### src/verilog/eeprom_seq_pkg.sv
/*
  Constants, types and helper functions shared by the serial EEPROM
  command sequencer and its page-load FIFO.
  Assumes a 200 MHz core clock and a 17-bit byte-addressed array.
*/
package eeprom_seq_pkg;

  // ==========================================================
  // Command opcodes
  localparam logic [7:0] OP_READ    = 8'h03;
  localparam logic [7:0] OP_WRITE   = 8'h02;
  localparam logic [7:0] OP_STATUS  = 8'h05;
  localparam logic [7:0] SET_WRITE_LATCH_CMD   = 8'h06;
  localparam logic [7:0] CLEAR_WRITE_LATCH_CMD = 8'h04;

  // ==========================================================
  // Address and data layout
  localparam int ADDR_BITS  = 17;
  localparam int BYTE_BITS  = 8;
  localparam int PG_WIDTH   = ADDR_BITS + BYTE_BITS;
  localparam int FIFO_DEPTH = 16;
  localparam logic [4:0] ADDR_LAST_BIT = 5'h17;
  localparam logic [4:0] BYTE_LAST_BIT = 5'h07;
  localparam logic [16:0] QUARTER_BASE = 17'h18000;
  localparam logic [16:0] HALF_BASE    = 17'h10000;

  // ==========================================================
  // Status byte field positions
  localparam int ST_BUSY = 0;
  localparam int ST_LATCH    = 1;
  localparam int ST_LEVEL_LO = 2;
  localparam int ST_LEVEL_HI = 3;
  localparam int ST_HW_PROT  = 7;

  // ==========================================================
  // Pin synchroniser lanes
  localparam int CS_IDX  = 0;
  localparam int SCK_IDX = 1;
  localparam int SI_IDX  = 2;

  // ==========================================================
  // Self-timed write cycle: time in microseconds, clock in MHz.
  localparam int TWC_US     = 5000;
  localparam int CLK_MHZ    = 200;
  localparam int TWC_CYCLES = TWC_US * CLK_MHZ;

  typedef enum logic [2:0] {
    PH_OPCODE, PH_ADDR, PH_RDATA, PH_WDATA,
    PH_STATUS, PH_SET_LATCH, PH_CLR_LATCH, PH_IGNORE
  } phase_type;

  // True when the byte lies inside the block-protected range.
  function automatic logic is_protected(input logic [1:0] level,
                                        input logic [16:0] addr);
    case (level)
      2'h1:    is_protected = (addr >= QUARTER_BASE);
      2'h2:    is_protected = (addr >= HALF_BASE);
      2'h3:    is_protected = 1'b1;
      default: is_protected = 1'b0;
    endcase
  endfunction

  // Next byte address inside the same row; upper bits stay put.
  function automatic logic [16:0] row_inc(input logic [16:0] addr);
    row_inc = {addr[16:8], 8'(addr[7:0] + 8'h01)};
  endfunction

endpackage

### src/verilog/page_fifo.sv
/*
  Page-load FIFO between the sequencer and the array's page latch.
  Assumes one clock domain; both sides use valid/ready handshakes.
*/
`timescale 1ns/10ps
module page_fifo
  import eeprom_seq_pkg::*;
#(
  parameter int WIDTH = PG_WIDTH,
  parameter int DEPTH = FIFO_DEPTH
) (
  input  wire logic             core_clk,
  input  wire logic             arst_n,
  input  wire logic             in_valid,
  output logic                  in_ready,
  input  wire logic [WIDTH-1:0] in_data,
  output logic                  out_valid,
  input  wire logic             out_ready,
  output logic      [WIDTH-1:0] out_data
);

  localparam int AW = $clog2(DEPTH);
  localparam logic [AW:0] FULL_CNT = (AW+1)'(DEPTH);

  typedef struct packed {
    logic [DEPTH-1:0][WIDTH-1:0] mem;
    logic [AW:0]                 wp;
    logic [AW:0]                 rp;
  } fifo_state_type;

  fifo_state_type st_q;
  fifo_state_type st_d;

  // ==========================================================
  // Flags come straight from the pointers, so full is exact.
  assign in_ready  = (AW+1)'(st_q.wp - st_q.rp) != FULL_CNT;
  assign out_valid = st_q.wp != st_q.rp;
  assign out_data  = st_q.mem[st_q.rp[AW-1:0]];

  // Pointer and storage update.
  always_comb begin
    st_d = st_q;
    if (in_valid && in_ready) begin
      st_d.mem[st_q.wp[AW-1:0]] = in_data;
      st_d.wp = (AW+1)'(st_q.wp + 1'b1);
    end
    if (out_valid && out_ready) begin
      st_d.rp = (AW+1)'(st_q.rp + 1'b1);
    end
  end

  // Storage and pointers; reset leaves the queue empty.
  always_ff @(posedge core_clk or negedge arst_n) begin
    if (!arst_n) begin
      st_q <= '0;
    end else begin
      st_q <= st_d;
    end
  end

endmodule

### src/verilog/eeprom_seq.sv
/*
  Command sequencer of a serial EEPROM slave on a mode 0/3 serial
  link: read, byte and page write, write latch, status polling.
  Assumes a synchronous array outside: read data valid one cycle
  after the read address, and a page latch fed by a FIFO that is
  programmed on a start pulse.
*/
`timescale 1ns/10ps

module eeprom_seq
  import eeprom_seq_pkg::*;
#(
  parameter int unsigned WC_CYCLES = TWC_CYCLES
) (
  input  wire logic          core_clk,
  input  wire logic          arst_n,
  input  wire logic          cs_n,
  input  wire logic          sck,
  input  wire logic          si,
  output logic               so,
  output logic               so_oe,
  input  wire logic          protect_level_hi,
  input  wire logic          protect_level_lo,
  input  wire logic          hw_protect_enable,
  output logic               write_enable_latch,
  output logic               busy_flag,
  output logic        [16:0] mem_rd_addr,
  input  wire logic   [7:0]  mem_rd_data,
  output logic               pg_valid,
  input  wire logic          pg_ready,
  output logic        [24:0] pg_data,
  output logic               prog_start
);

  localparam logic [19:0] WC_LAST = 20'(WC_CYCLES - 1);

  typedef struct packed {
    phase_type   phase;
    logic [2:0]  sync1;
    logic [2:0]  sync2;
    logic [2:0]  prev;
    logic [4:0]  bit_cnt;
    logic [7:0]  sh_in;
    logic [7:0]  sh_out;
    logic [16:0] addr;
    logic        is_write;
    logic        got_byte;
    logic        oe;
    logic        wr_latch;
    logic        busy;
    logic        commit_wait;
    logic        start;
    logic [19:0] wc_cnt;
    logic        push_v;
    logic [24:0] push_data;
  } seq_state_type;

  seq_state_type st_q;
  seq_state_type st_d;

  logic        push_ready;
  logic        fifo_valid;
  logic        cs_low;
  logic        cs_rise;
  logic        sck_rise;
  logic        sck_fall;
  logic        in_bit;
  logic [1:0]  level;
  logic [7:0]  status_byte;
  logic [7:0]  next_byte;

  // ==========================================================
  // Pin edges, seen only after the two-stage synchroniser.
  assign cs_low   = !st_q.sync2[CS_IDX];
  assign cs_rise  = st_q.sync2[CS_IDX] && !st_q.prev[CS_IDX];
  assign sck_rise = st_q.sync2[SCK_IDX] && !st_q.prev[SCK_IDX];
  assign sck_fall = !st_q.sync2[SCK_IDX] && st_q.prev[SCK_IDX];
  assign in_bit   = st_q.sync2[SI_IDX];
  assign level    = {protect_level_hi, protect_level_lo};
  assign next_byte = {st_q.sh_in[6:0], in_bit};

  // Live status value, rebuilt for every byte of a poll.
  always_comb begin
    status_byte          = 8'h00;
    status_byte[ST_BUSY] = st_q.busy;
    status_byte[ST_LATCH]    = st_q.wr_latch;
    status_byte[ST_LEVEL_LO] = protect_level_lo;
    status_byte[ST_LEVEL_HI] = protect_level_hi;
    status_byte[ST_HW_PROT]  = hw_protect_enable;
  end

  // ==========================================================
  // Outputs, all taken from state flip-flops.
  assign so                 = st_q.sh_out[7];
  assign so_oe              = st_q.oe;
  assign write_enable_latch = st_q.wr_latch;
  assign busy_flag          = st_q.busy;
  assign mem_rd_addr        = st_q.addr;
  assign prog_start         = st_q.start;

  // ==========================================================
  // Sequencer next state.
  always_comb begin
    st_d       = st_q;
    st_d.sync1 = {si, sck, cs_n};
    st_d.sync2 = st_q.sync1;
    st_d.prev  = st_q.sync2;
    st_d.start = 1'b0;
    if (st_q.push_v && push_ready) begin
      st_d.push_v = 1'b0;
    end

    if (cs_rise) begin
      // Deselect closes a command; only whole sequences act.
      case (st_q.phase)
        PH_SET_LATCH: st_d.wr_latch = 1'b1;
        PH_CLR_LATCH: st_d.wr_latch = 1'b0;
        PH_WDATA: begin
          // Only a deselect on a byte boundary counts.
          if (st_q.got_byte && st_q.bit_cnt == 5'h00 &&
              st_q.wr_latch) begin
            st_d.busy        = 1'b1;
            st_d.commit_wait = 1'b1;
          end
        end
        default: ;
      endcase
    end

    if (!cs_low) begin
      st_d.phase    = PH_OPCODE;
      st_d.bit_cnt  = 5'h00;
      st_d.got_byte = 1'b0;
      st_d.oe       = 1'b0;
    end else if (sck_rise) begin
      case (st_q.phase)
        PH_OPCODE: begin
          st_d.sh_in   = next_byte;
          st_d.bit_cnt = 5'(st_q.bit_cnt + 5'h01);
          if (st_q.bit_cnt == BYTE_LAST_BIT) begin
            st_d.bit_cnt = 5'h00;
            if (st_q.busy && next_byte != OP_STATUS) begin
              st_d.phase = PH_IGNORE;
            end else if (next_byte == OP_READ) begin
              st_d.phase    = PH_ADDR;
              st_d.is_write = 1'b0;
            end else if (next_byte == OP_WRITE) begin
              st_d.is_write = 1'b1;
              st_d.phase    = st_q.wr_latch ? PH_ADDR : PH_IGNORE;
            end else if (next_byte == OP_STATUS) begin
              st_d.phase = PH_STATUS;
            end else if (next_byte == SET_WRITE_LATCH_CMD) begin
              st_d.phase = PH_SET_LATCH;
            end else if (next_byte == CLEAR_WRITE_LATCH_CMD) begin
              st_d.phase = PH_CLR_LATCH;
            end else begin
              st_d.phase = PH_IGNORE;
            end
          end
        end
        PH_ADDR: begin
          // Upper seven bits fall off the top of the register.
          st_d.addr    = {st_q.addr[15:0], in_bit};
          st_d.bit_cnt = 5'(st_q.bit_cnt + 5'h01);
          if (st_q.bit_cnt == ADDR_LAST_BIT) begin
            st_d.bit_cnt = 5'h00;
            st_d.phase   = st_q.is_write ? PH_WDATA : PH_RDATA;
          end
        end
        PH_WDATA: begin
          st_d.sh_in   = next_byte;
          st_d.bit_cnt = 5'(st_q.bit_cnt + 5'h01);
          if (st_q.bit_cnt == BYTE_LAST_BIT) begin
            st_d.bit_cnt  = 5'h00;
            st_d.got_byte = 1'b1;
            st_d.addr     = row_inc(st_q.addr);
            // A stuck FIFO loses the older byte; it drains far
            // faster than the link can deliver.
            if (!is_protected(level, st_q.addr)) begin
              st_d.push_v    = 1'b1;
              st_d.push_data = {st_q.addr, next_byte};
            end
          end
        end
        PH_RDATA, PH_STATUS: begin
          // Input is ignored; the count only paces the loads.
          st_d.bit_cnt = (st_q.bit_cnt == BYTE_LAST_BIT) ?
                         5'h00 : 5'(st_q.bit_cnt + 5'h01);
        end
        default: ;
      endcase
    end else if (sck_fall) begin
      if (st_q.phase == PH_RDATA || st_q.phase == PH_STATUS) begin
        st_d.oe = 1'b1;
        if (st_q.bit_cnt == 5'h00) begin
          if (st_q.phase == PH_RDATA) begin
            st_d.sh_out = mem_rd_data;
            st_d.addr   = 17'(st_q.addr + 17'h00001);
          end else begin
            st_d.sh_out = status_byte;
          end
        end else begin
          st_d.sh_out = {st_q.sh_out[6:0], 1'b0};
        end
      end
    end

    // Programming starts once every loaded byte reached the latch.
    if (st_q.commit_wait) begin
      if (!st_q.push_v && !fifo_valid) begin
        st_d.commit_wait = 1'b0;
        st_d.start       = 1'b1;
        st_d.wc_cnt      = 20'h00000;
      end
    end else if (st_q.busy) begin
      if (st_q.wc_cnt == WC_LAST) begin
        st_d.busy     = 1'b0;
        st_d.wr_latch = 1'b0;
      end else begin
        st_d.wc_cnt = 20'(st_q.wc_cnt + 20'h00001);
      end
    end
  end

  // ==========================================================
  // State register; only the CS lane resets high so the select looks inactive.
  always_ff @(posedge core_clk or negedge arst_n) begin
    if (!arst_n) begin
      st_q       <= '0;
      st_q.sync1 <= 3'h1;
      st_q.sync2 <= 3'h1;
      st_q.prev  <= 3'h1;
    end else begin
      st_q <= st_d;
    end
  end

  // ==========================================================
  // Page-load buffer toward the array latch.
  page_fifo #(
    .WIDTH (PG_WIDTH),
    .DEPTH (FIFO_DEPTH)
  ) u_fifo (
    .core_clk  (core_clk),
    .arst_n    (arst_n),
    .in_valid  (st_q.push_v),
    .in_ready  (push_ready),
    .in_data   (st_q.push_data),
    .out_valid (fifo_valid),
    .out_ready (pg_ready),
    .out_data  (pg_data)
  );
  assign pg_valid = fifo_valid;
endmodule

### config.mk
export PLATFORM = sky130hd
export DESIGN_NAME = eeprom_seq
export DESIGN_NICKNAME = d
export VERILOG_FILES = /design/src/verilog/eeprom_seq_pkg.sv /design/src/verilog/page_fifo.sv /design/src/verilog/eeprom_seq.sv
export SDC_FILE = /design/constraint.sdc
export NUM_CORES = 1
export LEC_CHECK = 0
export CORE_ASPECT_RATIO = 0.7
export CORE_MARGIN = 1.5
export CORE_UTILIZATION = 54
export CTS_BUF_LIST = sky130_fd_sc_hd__clkbuf_2 sky130_fd_sc_hd__clkbuf_4 sky130_fd_sc_hd__clkbuf_8
export DETAILED_ROUTE_END_ITERATION = 6
export DONT_BUFFER_PORTS = 1
export PLACE_DENSITY = 0.65
export SLEW_MARGIN = 20
export SYNTH_ARGS = -nofsm -noshare
export SYNTH_HDL_FRONTEND = slang
export SYNTH_HIERARCHICAL = 1
export SYNTH_SLANG_ARGS = --single-unit
### constraint.sdc
create_clock -name core_clk -period 5.2 [get_ports core_clk]
set_input_delay 0.78 -clock core_clk [delete_from_list [all_inputs] [get_ports core_clk]]
set_output_delay 0.78 -clock core_clk [all_outputs]
set_load 0.005 [all_outputs]
==> run_results.csv, run 1 <==
group,metric,value,unit
status,outcome,"complete, but fails checks",
status,violations,"hold timing, slew limit",
detailed_routing,wl_per_cell,25.44,um
critical_path,worstPathRequired,4.42,ns
power_and_ir_drop,power_density,342.9,nW/um^2
placed_design,dpl.hpwl,47670,um
detailed_routing,dr_total_vias,21200,
clock_network,cts_tree,"yes",
detailed_routing,drc,0,
critical_path,worstReg2RegStart,"u_fifo/st_q[1]",
critical_path,path_cells,"buf_4 -> mux4_2 -> mux4_2",
global_route,antenna_found_initial,1,
finish,area_delta_synth_final,6.758,%
synthesis,ys_seq_elements,511,
synthesis,syn-mean-instance-area,9.738,um^2
synthesis,seq_area_frac_synth,49.85,%
detailed_routing,drt_first_pass_iters,6,
clock_network,clk_pin_slew,0.07,ns
critical_path,critPathArrivalTime,3.55,ns
critical_path,cp-start-kind,"register",
sta,whs,-0.2028,ns
sta,fmax,230.9,MHz
finish,insertedDiodeCount,0,
synthesis,syn_nets,2668,
critical_path,end_kind,"output pin",
clock_network,cts_setup_buffers,0,
clock_network,cts_buffers,82,
global_route,grt_pass1_vias,20490,
global_route,track_usage,33.12,%
sta,clock_skew,0.02249,ns
sta,fin_crit_sh,83.28,%
critical_path,cp_common_cell,"mux4_2",
synthesis,synth_edf_count,0,
critical_path,criticalPathCategory,"reg -> out",
synthesis,ys_warn_count,6,
finish,layout.nets,2512,
clock_network,ctsLongestPathBuffers,3,
power_and_ir_drop,peakVddDrop,0.2463,mV
sta,relSlewSlack,-0.8944,%
die,dieArea,48860,um^2
clock_network,cts_resized,0,
clock_network,clk_latency,0.68,ns
sta,drv_slew,37,
synthesis,synth_ff_type,"dfrtp_1",
detailed_routing,ant_nets,0,
die,start_util,55.00,%
power_and_ir_drop,p_leak,11.41,nW
die,core_region_area,46660,um^2
critical_path,crit_buf_inv,1,
synthesis,synthCells,2635,
critical_path,critPathSlowestCell,"buf_4",
synthesis,synthesis.area,25660,um^2
placed_design,gp_congestion,0.8481,
sta,period_needed,4.330,ns
critical_path,startpoint,"u_fifo/st_q[1]",
placed_design,io_buffers,0,
critical_path,slowest_delay,0.97,ns
clock_network,clock-sinks,511,
die,die_w,263.6,um
sta,hold_viol,263,
sta,tns,0,ns
power_and_ir_drop,power,0.009394,W
detailed_routing,routed_wl,80080,um
synthesis,synth.distinct_cells,73,
critical_path,cp_max_fo,68,
clock_network,cts.htree.levels,3,
sta,worst_pin_slew,1.513,ns
flow_run,drv_cap,0,
detailed_routing,via_per_inst,6.735,
global_route,grt_max_degree,512,
die,top_level_ports,65,
finish,drive_above_1_share,15.85,%
critical_path,cp_top_family,"multiplexers",
global_route,grt_pass1_wl,124000,um
die,rows,66,
die,dieHeight,185.4,um
sta,setup-violations-final,0,
synthesis,synthArstFlopShare,100.0,%
global_route,grt-ovfl-total,0,
sta,grt_setup_unrepaired,"no",
clock_network,cts_root_buffer,"clkbuf_8",
detailed_routing,drtIter0Drc,3127,
hold_path,hold_path.class,"in -> async",
## cell usage in the layout, fill, tap and decap left out, types with 14 or more instances in the layout
master	netlist	routed
inv_1	24	24
nand2_1	852	852
mux2_2	34	34
nor2_1	53	37
dfrtp_1	508	506
nand3_1	42	36
o21ai_0	40	40
a21oi_1	31	31
nand4_1	19	19
clkbuf_4	0	22
mux4_2	125	125
clkbuf_8	0	103
nor2_2	0	14
buf_4	30	44
ha_1	16	16
o22ai_1	402	402
nor3_1	17	17
## registers in the layout, indices dropped and copies added, names as in the netlist
| name | count |
|---|---|
| so | 1 |
| st_d | 5 |
| prog_start | 1 |
| so_oe | 1 |
| in_bit | 1 |
| u_fifo/st_q | 410 |
| mem_rd_addr | 17 |
| busy_flag | 1 |
| next_byte | 7 |
| st_q | 66 |
| write_enable_latch | 1 |
## Yosys cell counts (all sizes together) (8+ instances only)
library cell    n  area, um^2
nand2         852        3198
dfrtp         508       12710
o22ai         402        2515
clkbuf        168       630.6
mux4          125        2815
buf           120       638.1
nor2           53       198.9
nand3          43       220.2
o21ai          42       210.2
mux2           34       382.9
a21oi          32       171.4
inv            25       93.84
and3           19       118.9
nand4          19       118.9
nor3           17       85.08
ha             16       200.2
mux2i          12       120.1
nand2b         10       62.56
xnor2          10       87.58
o211ai          9       67.56
nor2b           8       50.05
or3             8       50.05
xor2            8       70.07
## path summary, 6_finish.rpt
check	endpoint	slack, ns	depth (start not counted)
worst max-delay path	pg_data[16]	0.87	3
worst min register to register	st_d[92]	0.35	0
worst min-delay path	so	-0.20	0
max in group asynchronous	u_fifo/st_q[0]	4.17	0
min in group core_clk	st_d[94]	0.10	0
worst max register to register	u_fifo/st_q[43]	1.14	8
## cell families after synthesis
kind of cell	after synthesis	synth area share (%)
AO/OA/AOI/OAI	533	13.21
multiplexers	171	12.93
adder cells (fa/ha/maj)	16	0.7801
flip-flops	511	49.85
XOR/XNOR	18	0.6144
buffers and inverters	314	5.324
AND/OR/NAND/NOR	1072	17.29
## through the flow
stage	cell area (um^2)	utilization (%)	setup slack (ns)	cells
6_report	27400	58.72	0.8697	3148
5_1_grt	27400	58.72	0.8408	3148
4_1_cts	27360	58.64	0.9398	3148
3_5_place_dp	25640	54.96	1.286	3007
3_3_place_gp	25630	54.92	1.402	3007
2_1_floorplan	25660	-	2.012	2635
## worst register-to-register path: stages (launching register included)
cell      delay (ns)
dfrtp_4         0.77
inv_1           0.14
ha_1            0.27
nand2b_1        0.17
xnor2_1         0.35
nand4_1         0.61
a21oi_4         0.63
buf_4           0.65
o22ai_1         0.29
## cell type report
| type | instances | area [um^2] |
|---|---|---|
| Clock buffer | 125 | 1583 |
| Fill cell | 3862 | 19260 |
| Inverter | 26 | 97.59 |
| Multi-Input combinational cell | 1810 | 11600 |
| Tap cell | 612 | 765.7 |
| Timing Repair Buffer | 48 | 410.4 |
| Clock inverter | 16 | 137.6 |
| Sequential cell | 511 | 12800 |
## layer usage
| metal | share of wire [%] | up-vias | track usage (%) |
|---|---|---|---|
| met5 | 0 | - | 0 |
| met4 | 2.8 | 0 | 10.64 |
| met3 | 12 | 152 | 8.987 |
| met2 | 43 | 1331 | 47.83 |
| met1 | 42 | 10720 | 48.55 |
| li1 | - | 9004 | - |
## power breakdown
| group | switching, W | internal, W | leakage [nW] | total [W] |
|---|---|---|---|---|
| sequential | 0.000103 | 0.00403 | 7.05 | 0.00413 |
| combinational | 0.00101 | 0.000544 | 3.45 | 0.00155 |
| clock | 0.00168 | 0.00203 | 0.913 | 0.00371 |
Note: power is estimated with default switching activity, not from simulation.
==> run 2: changes to the inputs <==
--- a/config.mk
+++ b/config.mk
@@ -5,6 +5,7 @@
 export SDC_FILE = /design/constraint.sdc
 export NUM_CORES = 1
 export LEC_CHECK = 0
+export ABC_AREA = 1
 export CORE_ASPECT_RATIO = 0.7
 export CORE_MARGIN = 1.5
 export CORE_UTILIZATION = 54
==> constraint.sdc (replaced) <==
create_clock -name core_clk -period 4 [get_ports core_clk]
set_input_delay 0.6 -clock core_clk [delete_from_list [all_inputs] [get_ports core_clk]]
set_output_delay 0.6 -clock core_clk [all_outputs]
set_load 0.005 [all_outputs]
==> run_results.csv, run 2 <==
group,metric,value,unit
critical_path,reg2reg_depth,13,
power_and_ir_drop,power_density,553.5,nW/um^2
detailed_routing,routed_wl,84990,um
clock_network,cts_setup_buffers,0,
sta,tns,0,ns
finish,final_common_cell,"nand2_1",
synthesis,ys_seq_elements,511,
synthesis,ys_top_cells_by_count,"1107 x nand2_1, 508 x dfrtp_1, 407 x nand4_1",
detailed_routing,ant_nets,0,
clock_network,cts_root_buffer,"clkbuf_8",
critical_path,criticalPathCategory,"reg -> out",
global_route,grt_max_degree,512,
detailed_routing,dr_total_vias,24710,
placed_design,io_buffers,0,
die,dieArea,51030,um^2
power_and_ir_drop,internal_power,0.009475,W
critical_path,slowest_delay,0.73,ns
finish,largest-register,"u_fifo/st_q",
global_route,grt_pass1_wl,134300,um
clock_network,cts.htree.levels,3,
sta,fmax,278.3,MHz
detailed_routing,drtIter0Drc,3281,
detailed_routing,drt_first_pass_iters,6,
finish,layout.nets,3305,
clock_network,clock-sinks,511,
synthesis,synth_ff_type,"dfrtp_1",
placed_design,dpl.hpwl,48050,um
sta,worst_pin_slew,2.350,ns
synthesis,yosysTopAreaCellShare,47.40,%
sta,hold_viol,105,
power_and_ir_drop,power,0.01569,W
power_and_ir_drop,p_clk_share,31.5,%
die,core_region_area,49180,um^2
finish,insertedDiodeCount,0,
critical_path,worstPathRequired,3.40,ns
clock_network,ctsLongestPathBuffers,3,
sta,grt_setup_unrepaired,"no",
synthesis,yosysTopAreaCell,"dfrtp_1",
power_and_ir_drop,power.switching,0.006211,W
status,outcome,"complete, but fails checks",
finish,area_delta_synth_final,5.673,%
global_route,antenna_found_initial,0,
critical_path,reg2reg_to,"u_fifo/st_q[223]",
power_and_ir_drop,peakVddDrop,0.4627,mV
flow_run,drv_cap,0,
sta,fin_crit_sh,89.83,%
clock_network,ctsHoldBuffers,3,
clock_network,clk_pin_slew,0.06,ns
sta,setup-violations-final,0,
critical_path,path_cells,"inv_2 -> buf_4 -> o21ai_0 -> o221ai_1 -> nand3_1 -> nand3_1",
die,top_level_ports,65,
detailed_routing,via_per_inst,6.173,
finish,largest_reg_flops,410,
clock_network,clk_latency,0.69,ns
power_and_ir_drop,swShare,39.59,%
sta,whs,-0.3387,ns
die,dieHeight,189.4,um
synthesis,synth.distinct_cells,43,
synthesis,synth_edf_count,0,
sta,drv_slew,426,
critical_path,cp_common_cell,"nand3_1",
critical_path,critPathArrivalTime,2.99,ns
power_and_ir_drop,p_leak,14.13,nW
power_and_ir_drop,combPwrFrac,32.6,%
finish,nFillCells,4583,
status,violations,"hold timing, slew limit",
placed_design,gp_congestion,0.8777,
finish,drive_above_1_share,8.181,%
sta,clock_skew,0.03042,ns
hold_path,hold_path.class,"in -> async",
finish,final_cell_mix,"1107 x nand2_1, 504 x dfrtp_1, 407 x nand4_1",
synthesis,ys_warn_count,6,
global_route,track_usage,33.21,%
die,start_util,54.53,%
clock_network,cts_tree,"yes",
critical_path,r2r_setup_slack,0.91,ns
critical_path,cp_max_fo,71,
detailed_routing,wl_per_cell,21.24,um
synthesis,syn-mean-instance-area,7.771,um^2
sta,relSlewSlack,-56.66,%
synthesis,synth.top_cells.by_area,"dfrtp_1 47%, nand2_1 15%, nand4_1 9.5%",
critical_path,worstReg2RegStart,"u_fifo/st_q[2]",
sta,period_needed,3.593,ns
synthesis,synthArstFlopShare,100.0,%
detailed_routing,drc,0,
power_and_ir_drop,p_seq_share,36.0,%
die,die_w,269.4,um
global_route,grt-ovfl-total,0,
critical_path,end_kind,"output pin",
clock_network,cts_buffers,84,
synthesis,yosysMostFrequentCell,"nand2_1",
synthesis,seq_area_frac_synth,47.70,%
synthesis,syn_nets,3484,
synthesis,synthesis.area,26820,um^2
critical_path,cp-start-kind,"register",
critical_path,critPathSlowestCell,"buf_4",
synthesis,synthCells,3451,
critical_path,startpoint,"u_fifo/st_q[1]",
global_route,grt_pass1_vias,23100,
clock_network,cts_resized,0,
die,rows,68,
[run 2: cell types whose count changed after synthesis, sizes merged, moves of 125 or more]
cell,delta
mux4,-125
nand2,+262
nand4,+388
nor2,+305
o21ai,+255
o22ai,-350
[run 2: cell families (layout without fill, tap and decap cells)]
| group | after synthesis | after routing | share of synthesized area [%] |
|---|---|---|---|
| buffers and inverters | 459 | 345 | 8.305 |
| DFF | 511 | 511 | 47.70 |
| and+or+nand+nor | 2015 | 2015 | 33.52 |
| xor gates and xnor gates | 20 | 20 | 0.6532 |
| AOI/OAI and AO/OA | 430 | 430 | 9.080 |
| adders and majority gates | 16 | 16 | 0.7465 |
[run 2: final cells by class]
| type | instances | area [um^2] | area share (%) |
|---|---|---|---|
| clock inverters | 10 | 63.81 | 0.2252 |
| inverters | 141 | 534.3 | 1.885 |
| flip-flops and latches | 511 | 12800 | 45.18 |
| clock buffers | 141 | 1740 | 6.142 |
| well taps | 665 | 832.0 | 2.936 |
| repair buffers | 53 | 518.0 | 1.828 |
| multi-input cells | 2481 | 11850 | 41.80 |
[run 2: how the worst max path moves through the flow]
stage                        to  slack [ns]  depth (start not counted)
6_report            pg_data[20]        0.41                          6
3_3_place_gp   u_fifo/st_q[234]         1.0                         13
3_5_place_dp   u_fifo/st_q[222]        0.97                         13
5_1_grt             pg_data[20]        0.33                          6
4_1_cts              pg_data[6]        0.44                          6
2_1_floorplan  u_fifo/st_q[119]        1.64                         15
[run 2: power groups by stage]
stage	Sequential [W]	Clock, W	Combinational (W)
2_1_floorplan	0.00560	0	0.00363
5_1_grt	0.00567	0.00524	0.00549
3_5_place_dp	0.00573	0	0.00493
3_3_place_gp	0.00572	0	0.00489
6_report	0.00564	0.00494	0.00511
4_1_cts	0.00564	0.00500	0.00494
[run 2: through the flow]
| stage | hold WS (ns) | utilization [%] | std cells | area (um^2) | worst slack, ns |
|---|---|---|---|---|---|
| floorplan | 0.3044 | - | 3451 | 26820 | 1.640 |
| global placement | 0.3236 | 53.90 | 3848 | 26500 | 0.9972 |
| global route | -0.3940 | 57.63 | 4002 | 28340 | 0.3303 |
| detailed placement | 0.3268 | 53.90 | 3848 | 26500 | 0.9743 |
| CTS | -0.4108 | 57.63 | 4002 | 28340 | 0.4441 |
| finish | -0.3387 | 57.63 | 4002 | 28340 | 0.4066 |
[run 2: worst max-delay path, delay by kind of cell (launching register included)]
kind,cells,cell delay [ns]
flip-flops,1,0.49
AO/OA/AOI/OAI,2,0.60
AND/OR/NAND/NOR,2,0.41
buffers and inverters,2,0.80
[run 2: metal layers]
layer,track usage [%],wire (um)
met1,49.25,37590
met2,48.07,36260
met3,7.305,8833
met4,10.93,2298
met5,0,0
